===== src/include/power_mode_pkg.sv =====
// ====================================================================
// Shared constants for the power mode and wake-up controller
package power_mode_pkg;

   // ====================================================================
   // Register byte offsets
   localparam logic [7:0] OFS_LOW_CRYSTAL = 8'h00;
   localparam logic [7:0] OFS_SYS_CLOCK = 8'h04;
   localparam logic [7:0] OFS_HIGH_CRYSTAL = 8'h08;
   localparam logic [7:0] OFS_HIGH_INTERNAL = 8'h0C;
   localparam logic [7:0] OFS_STATUS = 8'h10;
   localparam logic [7:0] OFS_PA_WAKE = 8'h14;
   localparam logic [7:0] OFS_WAKE_CAUSE = 8'h18;

   // ====================================================================
   // Field positions
   localparam int LXC_EN_BIT = 0;
   localparam int LXC_STABLE_BIT = 1;
   localparam int LXC_ONE_BIT = 2;
   localparam int SYS_SEL_LSB = 5;
   localparam int SYS_FSRC_BIT = 3;
   localparam int SYS_SSRC_BIT = 2;
   localparam int SYS_FIDLE_BIT = 1;
   localparam int SYS_SIDLE_BIT = 0;
   localparam int HXC_EN_BIT = 0;
   localparam int HXC_STABLE_BIT = 1;
   localparam int HXC_MODE_BIT = 2;
   localparam int HIC_EN_BIT = 0;
   localparam int HIC_STABLE_BIT = 1;
   localparam int HIC_FSEL_LSB = 2;
   localparam int ST_PD_BIT = 0;
   localparam int ST_TO_BIT = 1;

   // ====================================================================
   // Reset values and encodings
   localparam logic [7:0] SYS_RESET = 8'h00;
   localparam logic [7:0] HIC_RESET = 8'h01;
   localparam logic [2:0] SEL_SLOW = 3'h7;
   localparam logic [1:0] RESP_OKAY = 2'h0;
   localparam logic [1:0] RESP_SLVERR = 2'h2;
   localparam logic [1:0] OSC_FINT = 2'h0;
   localparam logic [1:0] OSC_FXTL = 2'h1;
   localparam logic [1:0] OSC_SINT = 2'h2;
   localparam logic [1:0] OSC_SXTL = 2'h3;

   // ====================================================================
   // Oscillator settling times and cycle counts at 10 MHz
   localparam int CLK_PERIOD_NS = 100;
   localparam int SXTL_SETTLE_NS = 1000000;
   localparam int FXTL_SETTLE_NS = 200000;
   localparam int FINT_SETTLE_NS = 20000;
   localparam int SINT_SETTLE_NS = 10000;
   localparam int SXTL_SETTLE_CYC = (SXTL_SETTLE_NS + CLK_PERIOD_NS - 1) / CLK_PERIOD_NS;
   localparam int FXTL_SETTLE_CYC = (FXTL_SETTLE_NS + CLK_PERIOD_NS - 1) / CLK_PERIOD_NS;
   localparam int FINT_SETTLE_CYC = (FINT_SETTLE_NS + CLK_PERIOD_NS - 1) / CLK_PERIOD_NS;
   localparam int SINT_SETTLE_CYC = (SINT_SETTLE_NS + CLK_PERIOD_NS - 1) / CLK_PERIOD_NS;

   // Power sequencing states
   typedef enum logic [2:0] {
      PS_RUN = 3'b001,
      PS_DOWN = 3'b010,
      PS_WAKE = 3'b100
   } pwr_state_type;

endpackage : power_mode_pkg


===== src/core/osc_settle.sv =====
`timescale 1ns/1ns
// ====================================================================
// Oscillator start-up model: stable flag after a settling count
module osc_settle #(
   parameter int SETTLE_CYCLES = 100
) (
   input wire logic aclk,
   input wire logic aresetn,
   input wire logic ce,
   input wire logic run,
   input wire logic restart,
   output logic stable_q
);
   localparam int CW = $clog2(SETTLE_CYCLES + 1);
   localparam logic [CW-1:0] LAST = CW'(SETTLE_CYCLES);

   logic run_q;
   logic [CW-1:0] cnt_q;

   // Flag drops on disable or restart, rises when count completes
   always_ff @(posedge aclk) begin
      if (!aresetn) begin
         run_q <= 1'b0;
         cnt_q <= '0;
         stable_q <= 1'b0;
      end else if (ce) begin
         run_q <= run;
         if (!run || restart || !run_q) begin
            cnt_q <= '0;
            stable_q <= 1'b0;
         end else if (cnt_q == LAST - CW'(1)) begin
            stable_q <= 1'b1;
         end else begin
            cnt_q <= cnt_q + CW'(1);
         end
      end
   end

endmodule : osc_settle


===== src/core/power_mode_ctrl.sv =====
// The register offsets and the AXI4-Lite interface to the registers were decided locally.
`timescale 1ns/1ns
// ====================================================================
// Overview of operation
// Enabling the low crystal clears its stable flag, then sets it once settled.
// Low crystal control bit 0 enables that oscillator; resets to zero.
// Low crystal control bits 7..3 read zero, bit 2 one, bit 1 read-only.
// Clock select 111 moves the system clock to the slow source.
// Slow source is low crystal or low internal, switched only once stable.
// Clock select 000..110 runs from fast clock divided by 1 to 64.
// Return to fast mode waits for the fast oscillator to restart.
// Halt with both idle enables zero enters sleep, all clocks stopped.
// Halt with fast idle 0, slow idle 1 enters idle zero.
// Halt with both idle enables one enters idle one, both clocks run.
// Halt with fast idle 1, slow idle 0 enters idle two.
// Power down keeps memory, registers and ports; execution holds at halt.
// Power down entry sets the power down flag, clears time-out flag.
// Power down entry clears the watchdog counter.
// Wake on reset pin, enabled port A fall, interrupt or watchdog overflow.
// Pin wake does full reset; watchdog wake sets time-out, resets PC and SP.
// Power down flag clears on power-up or clear watchdog, sets on halt.
// Per-pin port A wake enable; wake resumes after the halt.
// Disabled interrupt or full stack resumes after halt, service deferred.
// Enabled interrupt with free stack gets the regular interrupt response.
// Interrupt already pending at power down entry cannot wake the device.
// Internal fast oscillator enable or frequency change restarts its stable flag.
// Wake-up holds execution until the system clock oscillator is stable.
module power_mode_ctrl
   import power_mode_pkg::*;
#(
   parameter int PA_W = 8,
   parameter int IRQ_W = 8,
   parameter int SXTL_SETTLE_CYCLES = power_mode_pkg::SXTL_SETTLE_CYC
) (
   input wire logic aclk,
   input wire logic aresetn,
   input wire logic ce,
   input wire logic [7:0] awaddr,
   input wire logic awvalid,
   output logic awready,
   input wire logic [31:0] wdata,
   input wire logic [3:0] wstrb,
   input wire logic wvalid,
   output logic wready,
   output logic [1:0] bresp,
   output logic bvalid,
   input wire logic bready,
   input wire logic [7:0] araddr,
   input wire logic arvalid,
   output logic arready,
   output logic [31:0] rdata,
   output logic [1:0] rresp,
   output logic rvalid,
   input wire logic rready,
   input wire logic halt_exec,
   input wire logic clr_wdt,
   input wire logic wdt_overflow,
   input wire logic [IRQ_W-1:0] irq_flag,
   input wire logic [IRQ_W-1:0] irq_enable,
   input wire logic stack_full,
   input wire logic [PA_W-1:0] port_a_pin,
   input wire logic external_reset_pin_n,
   output logic cpu_halt_q,
   output logic sys_slow_q,
   output logic [2:0] sys_div_q,
   output logic [1:0] sys_src_q,
   output logic fh_clk_en_q,
   output logic fsub_clk_en_q,
   output logic wdt_clear_q,
   output logic resume_q,
   output logic irq_take_q,
   output logic pc_sp_reset_q,
   output logic full_reset_q
);
   import power_mode_pkg::*;

   // ====================================================================
   // Register state
   logic low_crystal_enable_q;
   logic [7:0] system_clock_control_reg_q;
   logic [7:0] high_crystal_control_reg_q;
   logic [7:0] high_internal_control_reg_q;
   logic [PA_W-1:0] port_a_wake_enable_q;
   logic power_down_flag_q;
   logic watchdog_timeout_flag_q;
   logic [4:0] wake_cause_q;
   logic fint_restart_q;

   // Bus handshake state
   logic aw_full_q;
   logic w_full_q;
   logic [7:0] awaddr_q;
   logic [31:0] wdata_q;
   logic wstrb0_q;
   logic wr_fire;
   logic wr_lane;

   // Power sequencing state
   pwr_state_type state_q;
   logic [1:0] idle_mode_q;
   logic [IRQ_W-1:0] irq_armed_q;
   logic [4:0] pending_q;

   // Synchronisers and oscillator status
   logic [PA_W-1:0] pa_s1_q;
   logic [PA_W-1:0] pa_s2_q;
   logic [PA_W-1:0] pa_prev_q;
   logic rst_s1_q;
   logic rst_s2_q;
   logic [3:0] osc_run;
   logic [3:0] osc_restart;
   logic [3:0] osc_stable;

   // Decoded controls and wake sources
   logic [2:0] csel;
   logic fh_allowed;
   logic fsub_allowed;
   logic halt_entry;
   logic pa_wake;
   logic irq_wake;
   logic irq_service;
   logic [1:0] target_src;
   logic [7:0] rd_val;
   logic rd_hit;

   assign csel = system_clock_control_reg_q[SYS_SEL_LSB +: 3];
   assign halt_entry = (state_q == PS_RUN) && halt_exec;
   assign wr_fire = aw_full_q && w_full_q && !bvalid;
   assign wr_lane = wr_fire && wstrb0_q;

   // ====================================================================
   // Write channel: address and data taken in either order
   always_ff @(posedge aclk) begin
      if (!aresetn) begin
         aw_full_q <= 1'b0;
         w_full_q <= 1'b0;
         awready <= 1'b0;
         wready <= 1'b0;
         bvalid <= 1'b0;
         bresp <= RESP_OKAY;
         awaddr_q <= 8'h00;
         wdata_q <= 32'h0000_0000;
         wstrb0_q <= 1'b0;
      end else if (ce) begin
         awready <= !aw_full_q && !(awvalid && awready);
         wready <= !w_full_q && !(wvalid && wready);
         if (awvalid && awready) begin
            aw_full_q <= 1'b1;
            awaddr_q <= awaddr;
         end
         if (wvalid && wready) begin
            w_full_q <= 1'b1;
            wdata_q <= wdata;
            wstrb0_q <= wstrb[0];
         end
         if (wr_fire) begin
            bvalid <= 1'b1;
            bresp <= (awaddr_q[1:0] == 2'h0 && awaddr_q <= OFS_WAKE_CAUSE) ? RESP_OKAY
                                                                           : RESP_SLVERR;
         end
         if (bvalid && bready) begin
            bvalid <= 1'b0;
            aw_full_q <= 1'b0;
            w_full_q <= 1'b0;
            awready <= 1'b1;
            wready <= 1'b1;
         end
      end
   end

   // ====================================================================
   // Software-writable control registers
   always_ff @(posedge aclk) begin
      if (!aresetn) begin
         low_crystal_enable_q <= 1'b0;
         system_clock_control_reg_q <= SYS_RESET;
         high_crystal_control_reg_q <= 8'h00;
         high_internal_control_reg_q <= HIC_RESET;
         port_a_wake_enable_q <= '0;
         fint_restart_q <= 1'b0;
      end else if (ce) begin
         fint_restart_q <= 1'b0;
         if (wr_lane) begin
            unique case (awaddr_q)
               OFS_LOW_CRYSTAL: low_crystal_enable_q <= wdata_q[LXC_EN_BIT];
               OFS_SYS_CLOCK: system_clock_control_reg_q <= {wdata_q[7:5], 1'b0,
                                                              wdata_q[3:0]};
               OFS_HIGH_CRYSTAL: begin
                  high_crystal_control_reg_q[HXC_EN_BIT] <= wdata_q[HXC_EN_BIT];
                  high_crystal_control_reg_q[HXC_MODE_BIT] <= wdata_q[HXC_MODE_BIT];
               end
               OFS_HIGH_INTERNAL: begin
                  high_internal_control_reg_q[HIC_EN_BIT] <= wdata_q[HIC_EN_BIT];
                  high_internal_control_reg_q[HIC_FSEL_LSB +: 2] <=
                     wdata_q[HIC_FSEL_LSB +: 2];
                  // Frequency change restarts settling
                  fint_restart_q <= wdata_q[HIC_FSEL_LSB +: 2] !=
                                    high_internal_control_reg_q[HIC_FSEL_LSB +: 2];
               end
               OFS_PA_WAKE: port_a_wake_enable_q <= wdata_q[PA_W-1:0];
               default: ;
            endcase
         end
      end
   end

   // ====================================================================
   // Read data mux
   always_comb begin
      rd_val = 8'h00;
      rd_hit = 1'b1;
      unique case (araddr)
         OFS_LOW_CRYSTAL: begin
            rd_val[LXC_ONE_BIT] = 1'b1;
            rd_val[LXC_STABLE_BIT] = osc_stable[OSC_SXTL];
            rd_val[LXC_EN_BIT] = low_crystal_enable_q;
         end
         OFS_SYS_CLOCK: rd_val = system_clock_control_reg_q;
         OFS_HIGH_CRYSTAL: begin
            rd_val = high_crystal_control_reg_q;
            rd_val[HXC_STABLE_BIT] = osc_stable[OSC_FXTL];
         end
         OFS_HIGH_INTERNAL: begin
            rd_val = high_internal_control_reg_q;
            rd_val[HIC_STABLE_BIT] = osc_stable[OSC_FINT];
         end
         OFS_STATUS: begin
            rd_val[ST_PD_BIT] = power_down_flag_q;
            rd_val[ST_TO_BIT] = watchdog_timeout_flag_q;
         end
         OFS_PA_WAKE: rd_val[PA_W-1:0] = port_a_wake_enable_q;
         OFS_WAKE_CAUSE: rd_val[4:0] = wake_cause_q;
         default: rd_hit = 1'b0;
      endcase
   end

   // Read channel, one word per address handshake
   always_ff @(posedge aclk) begin
      if (!aresetn) begin
         arready <= 1'b0;
         rvalid <= 1'b0;
         rdata <= 32'h0000_0000;
         rresp <= RESP_OKAY;
      end else if (ce) begin
         if (arvalid && arready) begin
            arready <= 1'b0;
            rvalid <= 1'b1;
            rdata <= {24'h00_0000, rd_val};
            rresp <= rd_hit ? RESP_OKAY : RESP_SLVERR;
         end else if (rvalid && rready) begin
            rvalid <= 1'b0;
            arready <= 1'b1;
         end else if (!rvalid) begin
            arready <= 1'b1;
         end
      end
   end

   // ====================================================================
   // Pin synchronisers and port A falling edge detect
   always_ff @(posedge aclk) begin
      if (!aresetn) begin
         pa_s1_q <= '1;
         pa_s2_q <= '1;
         pa_prev_q <= '1;
         rst_s1_q <= 1'b1;
         rst_s2_q <= 1'b1;
      end else if (ce) begin
         pa_s1_q <= port_a_pin;
         pa_s2_q <= pa_s1_q;
         pa_prev_q <= pa_s2_q;
         rst_s1_q <= external_reset_pin_n;
         rst_s2_q <= rst_s1_q;
      end
   end

   assign pa_wake = |(pa_prev_q & ~pa_s2_q & port_a_wake_enable_q);
   assign irq_wake = |(irq_flag & irq_armed_q);
   assign irq_service = |(irq_flag & irq_armed_q & irq_enable) && !stack_full;

   // ====================================================================
   // Oscillator enables by power state and idle mode
   always_comb begin
      fh_allowed = (state_q != PS_DOWN) || idle_mode_q[1];
      fsub_allowed = (state_q != PS_DOWN) || idle_mode_q[0];
      osc_run[OSC_FINT] = high_internal_control_reg_q[HIC_EN_BIT] && fh_allowed;
      osc_run[OSC_FXTL] = high_crystal_control_reg_q[HXC_EN_BIT] && fh_allowed;
      osc_run[OSC_SINT] = 1'b1;
      osc_run[OSC_SXTL] = low_crystal_enable_q && fsub_allowed;
      osc_restart = {3'b000, fint_restart_q};
   end

   // One settling model per oscillator
   for (genvar i = 0; i < 4; i++) begin : g_osc
      localparam int CYC = (i == OSC_SXTL) ? SXTL_SETTLE_CYCLES :
                           (i == OSC_FXTL) ? FXTL_SETTLE_CYC :
                           (i == OSC_FINT) ? FINT_SETTLE_CYC : SINT_SETTLE_CYC;
      osc_settle #(.SETTLE_CYCLES(CYC)) u_osc (
         .aclk(aclk),
         .aresetn(aresetn),
         .ce(ce),
         .run(osc_run[i]),
         .restart(osc_restart[i]),
         .stable_q(osc_stable[i])
      );
   end

   // ====================================================================
   // System clock source: switch only to a stable oscillator
   always_comb begin
      if (csel == SEL_SLOW) begin
         target_src = system_clock_control_reg_q[SYS_SSRC_BIT] ? OSC_SXTL : OSC_SINT;
      end else begin
         target_src = system_clock_control_reg_q[SYS_FSRC_BIT] ? OSC_FXTL : OSC_FINT;
      end
   end

   always_ff @(posedge aclk) begin
      if (!aresetn) begin
         sys_slow_q <= 1'b0;
         sys_div_q <= 3'h0;
         sys_src_q <= OSC_FINT;
         fh_clk_en_q <= 1'b1;
         fsub_clk_en_q <= 1'b1;
      end else if (ce) begin
         fh_clk_en_q <= fh_allowed;
         fsub_clk_en_q <= fsub_allowed;
         if (state_q == PS_RUN && osc_stable[target_src]) begin
            sys_src_q <= target_src;
            sys_slow_q <= csel == SEL_SLOW;
            if (csel != SEL_SLOW) begin
               sys_div_q <= csel;
            end
         end
      end
   end

   // ====================================================================
   // Power down, wake-up sequencing
   always_ff @(posedge aclk) begin
      if (!aresetn) begin
         state_q <= PS_RUN;
         idle_mode_q <= 2'b00;
         irq_armed_q <= '0;
         pending_q <= 5'h00;
         wake_cause_q <= 5'h00;
         cpu_halt_q <= 1'b0;
         wdt_clear_q <= 1'b0;
         resume_q <= 1'b0;
         irq_take_q <= 1'b0;
         pc_sp_reset_q <= 1'b0;
         full_reset_q <= 1'b0;
      end else if (ce) begin
         wdt_clear_q <= 1'b0;
         resume_q <= 1'b0;
         irq_take_q <= 1'b0;
         pc_sp_reset_q <= 1'b0;
         full_reset_q <= 1'b0;
         unique case (state_q)
            PS_RUN: begin
               if (halt_exec) begin
                  state_q <= PS_DOWN;
                  idle_mode_q <= {system_clock_control_reg_q[SYS_FIDLE_BIT],
                                  system_clock_control_reg_q[SYS_SIDLE_BIT]};
                  irq_armed_q <= ~irq_flag;
                  cpu_halt_q <= 1'b1;
                  wdt_clear_q <= 1'b1;
               end
            end
            PS_DOWN: begin
               // Priority: pin reset, watchdog, port A, interrupt
               if (!rst_s2_q) begin
                  pending_q <= 5'b00001;
               end else if (wdt_overflow) begin
                  pending_q <= 5'b00010;
               end else if (pa_wake) begin
                  pending_q <= 5'b00100;
               end else if (irq_service) begin
                  pending_q <= 5'b01000;
               end else if (irq_wake) begin
                  pending_q <= 5'b10000;
               end
               if (!rst_s2_q || wdt_overflow || pa_wake || irq_wake) begin
                  state_q <= PS_WAKE;
               end
            end
            PS_WAKE: begin
               if (osc_stable[sys_src_q]) begin
                  state_q <= PS_RUN;
                  cpu_halt_q <= 1'b0;
                  wake_cause_q <= pending_q;
                  full_reset_q <= pending_q[0];
                  pc_sp_reset_q <= pending_q[1];
                  resume_q <= pending_q[2] || pending_q[4];
                  irq_take_q <= pending_q[3];
               end
            end
            default: state_q <= PS_RUN;
         endcase
      end
   end

   // ====================================================================
   // Status flags: set wins over clear
   always_ff @(posedge aclk) begin
      if (!aresetn) begin
         power_down_flag_q <= 1'b0;
         watchdog_timeout_flag_q <= 1'b0;
      end else if (ce) begin
         if (halt_entry) begin
            power_down_flag_q <= 1'b1;
         end else if (clr_wdt) begin
            power_down_flag_q <= 1'b0;
         end
         if (wdt_overflow) begin
            watchdog_timeout_flag_q <= 1'b1;
         end else if (halt_entry) begin
            watchdog_timeout_flag_q <= 1'b0;
         end
      end
   end

endmodule : power_mode_ctrl


===== config.mk =====
export PLATFORM = sky130hd
export DESIGN_NAME = power_mode_ctrl
export DESIGN_NICKNAME = d
export VERILOG_FILES = /design/src/include/power_mode_pkg.sv /design/src/core/osc_settle.sv /design/src/core/power_mode_ctrl.sv
export SDC_FILE = /design/constraint.sdc
export NUM_CORES = 1
export LEC_CHECK = 0
export BUFFER_PORTS_ARGS = -buffer_cell sky130_fd_sc_hd__buf_2
export CORE_MARGIN = 10
export CORE_UTILIZATION = 45
export DETAILED_ROUTE_END_ITERATION = 7
export PLACE_DENSITY = 0.67
export SLEW_MARGIN = 10
export SYNTH_ARGS = -nofsm -noshare
export SYNTH_HDL_FRONTEND = slang
export SYNTH_SLANG_ARGS = --single-unit

===== constraint.sdc =====
create_clock -name aclk -period 2 [get_ports aclk]
set_input_delay 0.3 -clock aclk [delete_from_list [all_inputs] [get_ports aclk]]
set_output_delay 0.3 -clock aclk [all_outputs]
set_load 0.01 [all_outputs]

==> impl_metrics.json <==
{
  "status": "finished clean",
  "fin_ws_ps": 88.6,
  "crit_type": "flop to flop",
  "viasPerCell": 5.15,
  "synth-seq-area-share": 0.456,
  "mostFrequentLayoutCells": "dfxtp_1, nand2_1, nor2_1",
  "synth_area_per_cell_um2": 8.60,
  "critPathLaunch": "awaddr_q[6]",
  "finalPower_w": 0.00714,
  "ctsHoldBuffers": 0,
  "crit_required_ps": 2330,
  "drc": 0,
  "die_h_um": 148,
  "maxCapViolCount": 0,
  "start_util": 0.461,
  "htreeDepth": 4,
  "syn2layout_area_growth_pct": 17.1,
  "skew_ps": 10.5,
  "track_usage": 0.161,
  "die_width_um": 148,
  "worstPathCellList": "or4_4, nor2_4, nand4_4, nor3b_2, buf_6, mux2i_2, nor2_1",
  "final_common_cell": "dfxtp_1",
  "ioPinCount": 144,
  "antenna_cells": 0,
  "path_clk_slew_ps": 70,
  "grt-ovfl-total": 0,
  "period_share": 0.956,
  "rr_endpoint": "port_a_wake_enable_q[1]",
  "synth_edf_count": 0,
  "ctsRootBufferMaster": "clkbuf_16",
  "avgRoutedWirePerCell_um": 14.9,
  "gp_congestion": 0.851,
  "power.density_nw_per_um2": 827,
  "io_buffer_count": 90,
  "clkSinkCount": 168,
  "post-place-ws_ps": 75.6,
  "whs_ps": 71.0,
  "synth_cell_type_count": 63,
  "cts_tree": "yes",
  "min_period_ps": 1910,
  "fp-row-count": 46,
  "start_kind": "flop",
  "r2r_slack_ps": 90,
  "r2r-start": "awaddr_q[6]",
  "stdcell_count": 1181,
  "synth_flop_cell": "dfxtp_1",
  "holdCritPathClass": "input port to flop",
  "async_flop_share": 0,
  "drv_slew": 0,
  "max_clock_freq_mhz": 523,
  "end_kind": "flop",
  "endpoint": "port_a_wake_enable_q[1]",
  "grt_pass1_wl_um": 29200,
  "drive_above_1_share": 0.185,
  "grt_pass1_vias": 5815,
  "relSlewSlack": 0.504,
  "clk_latency_ps": 430,
  "synth_seq_cells": 168,
  "synth-warning-count": 0,
  "vdd_drop_max_mv": 0.620,
  "grt_antenna_before_repair": 1,
  "worstPathArrival_ps": 2240,
  "setup-violations-final": 0,
  "drt-initial-drc-count": 379,
  "cp_max_fo": 8,
  "cts_buffers": 17,
  "num-fill-cells": 1555,
  "p_leak_nw": 3.37,
  "final-hold-violation-count": 0,
  "dpl.cell_count": 1148,
  "core-area_um2": 16000,
  "clock_path_buffers": 2,
  "worst_slew_pin_slew_ps": 736,
  "syn-cell-area_um2": 7380,
  "fin_nets": 1045,
  "slowest_delay_ps": 560,
  "dpl.hpwl_um": 12800,
  "crit_slowest_cell": "or4_4",
  "grt_max_degree": 65,
  "postRouteAntennaNets": 0,
  "firstDrtPassIters": 5,
  "die_area_um2": 21900,
  "rr_worst_depth": 7,
  "vias": 6079,
  "syn-instance-count": 858,
  "rsz0062_at_grt": "true",
  "routed_wl_um": 17600
}
through the flow:
stage	setup TNS, ps	utilization	cell area, µm²
after floorplan	0	-	7470
after global placement	0	0.503	8040
after detailed placement	0	0.503	8040
after CTS	0	0.539	8620
after global routing	-27.2	0.540	8640
final	0	0.540	8640
area by class of cell:
cell class                      instances  area [µm²]  area share
Inverter                                9        33.8     0.00391
Sequential cell                       168        3360       0.389
Clock buffer                           17         425      0.0492
Timing Repair Buffer                  118         692      0.0801
Tap cell                              216         270      0.0313
Clock inverter                         15         154      0.0178
Multi-Input combinational cell        638        3700       0.428
metal layers:
metal,GRT usage,vias up,routed length (µm)
met3,0.0446,18,771
li1,-,3134,-
met4,0.0500,2,220
met1,0.205,2822,8160
met5,0,-,9
met2,0.260,103,8430
worst min path at each step:
stage | from | endpoint | slack [ps] | depth (start not counted)
4_1_cts | irq_flag[1] | irq_armed_q[1] | 50 | 2
6_report | irq_flag[1] | irq_armed_q[1] | 70 | 2
2_1_floorplan | irq_flag[0] | irq_armed_q[0] | 400 | 1
3_3_place_gp | rdata[4] | rdata[4] | 440 | 2
5_1_grt | irq_flag[2] | irq_armed_q[2] | 60 | 2
3_5_place_dp | idle_mode_q[1] | idle_mode_q[1] | 450 | 2
flip-flops by register name, indices dropped and copies added, names as in the netlist, 2 cells and up:
| signal | flops |
|---|---|
| awaddr_q | 8 |
| g_osc.u_osc.cnt_q | 40 |
| g_osc.u_osc.run_q | 4 |
| g_osc.u_osc.stable_q | 4 |
| high_crystal_control_reg_q | 2 |
| high_internal_control_reg_q | 3 |
| idle_mode_q | 2 |
| irq_armed_q | 8 |
| pa_prev_q | 8 |
| pa_s1_q | 8 |
| pa_s2_q | 8 |
| pending_q | 5 |
| port_a_wake_enable_q | 8 |
| rdata | 8 |
| state_q | 3 |
| sys_div_q | 3 |
| system_clock_control_reg_q | 7 |
| wake_cause_q | 5 |
| wdata_q | 8 |
worst max-delay path: cells and delay by family, from the launching register on:
kind,cells,cell delay (ps)
AND/OR/NAND/NOR,5,1090
flip-flops,1,320
multiplexers,1,220
buffers and inverters,1,180
Yosys cell counts (10+ instances only):
cell type  count  area [µm²]
nand4_1       17         106
nand2_1      142         533
and3_1        15        93.8
dfxtp_1      168        3360
a211oi_1      10        75.1
clkbuf_1      31         116
a22oi_1       11        82.6
o21ai_0       35         175
mux2i_1       48         480
nor2_1       100         375
xor2_1        18         158
nand3_1       35         175
buf_4         27         203
a21oi_1       68         340
kinds of logic after synthesis:
family                   Yosys count  synth area share
buffers and inverters             77            0.0561
AO/OA/AOI/OAI                    159             0.129
XOR/XNOR                          26            0.0309
AND/OR/NAND/NOR                  366             0.239
multiplexers                      57            0.0819
flip-flops                       168             0.456
adder cells (fa/ha/maj)            4           0.00678
other                              1          0.000508
power breakdown:
| part | leakage [nW] | internal (W) | switching [W] | total, W |
|---|---|---|---|---|
| logic | 1.73 | 0.000184 | 0.000276 | 0.000460 |
| clock network | 0.281 | 0.00167 | 0.00155 | 0.00322 |
| registers | 1.36 | 0.00341 | 0.0000545 | 0.00346 |
repair_timing:
action / CTS / global route
buffers inserted: 0 / 1
endpoints found under the setup margin: 0 / 3
resized for setup: 0 / 4
hold endpoints to repair: 0 / 0
No activity file was read; power rests on OpenSTA's default activity.
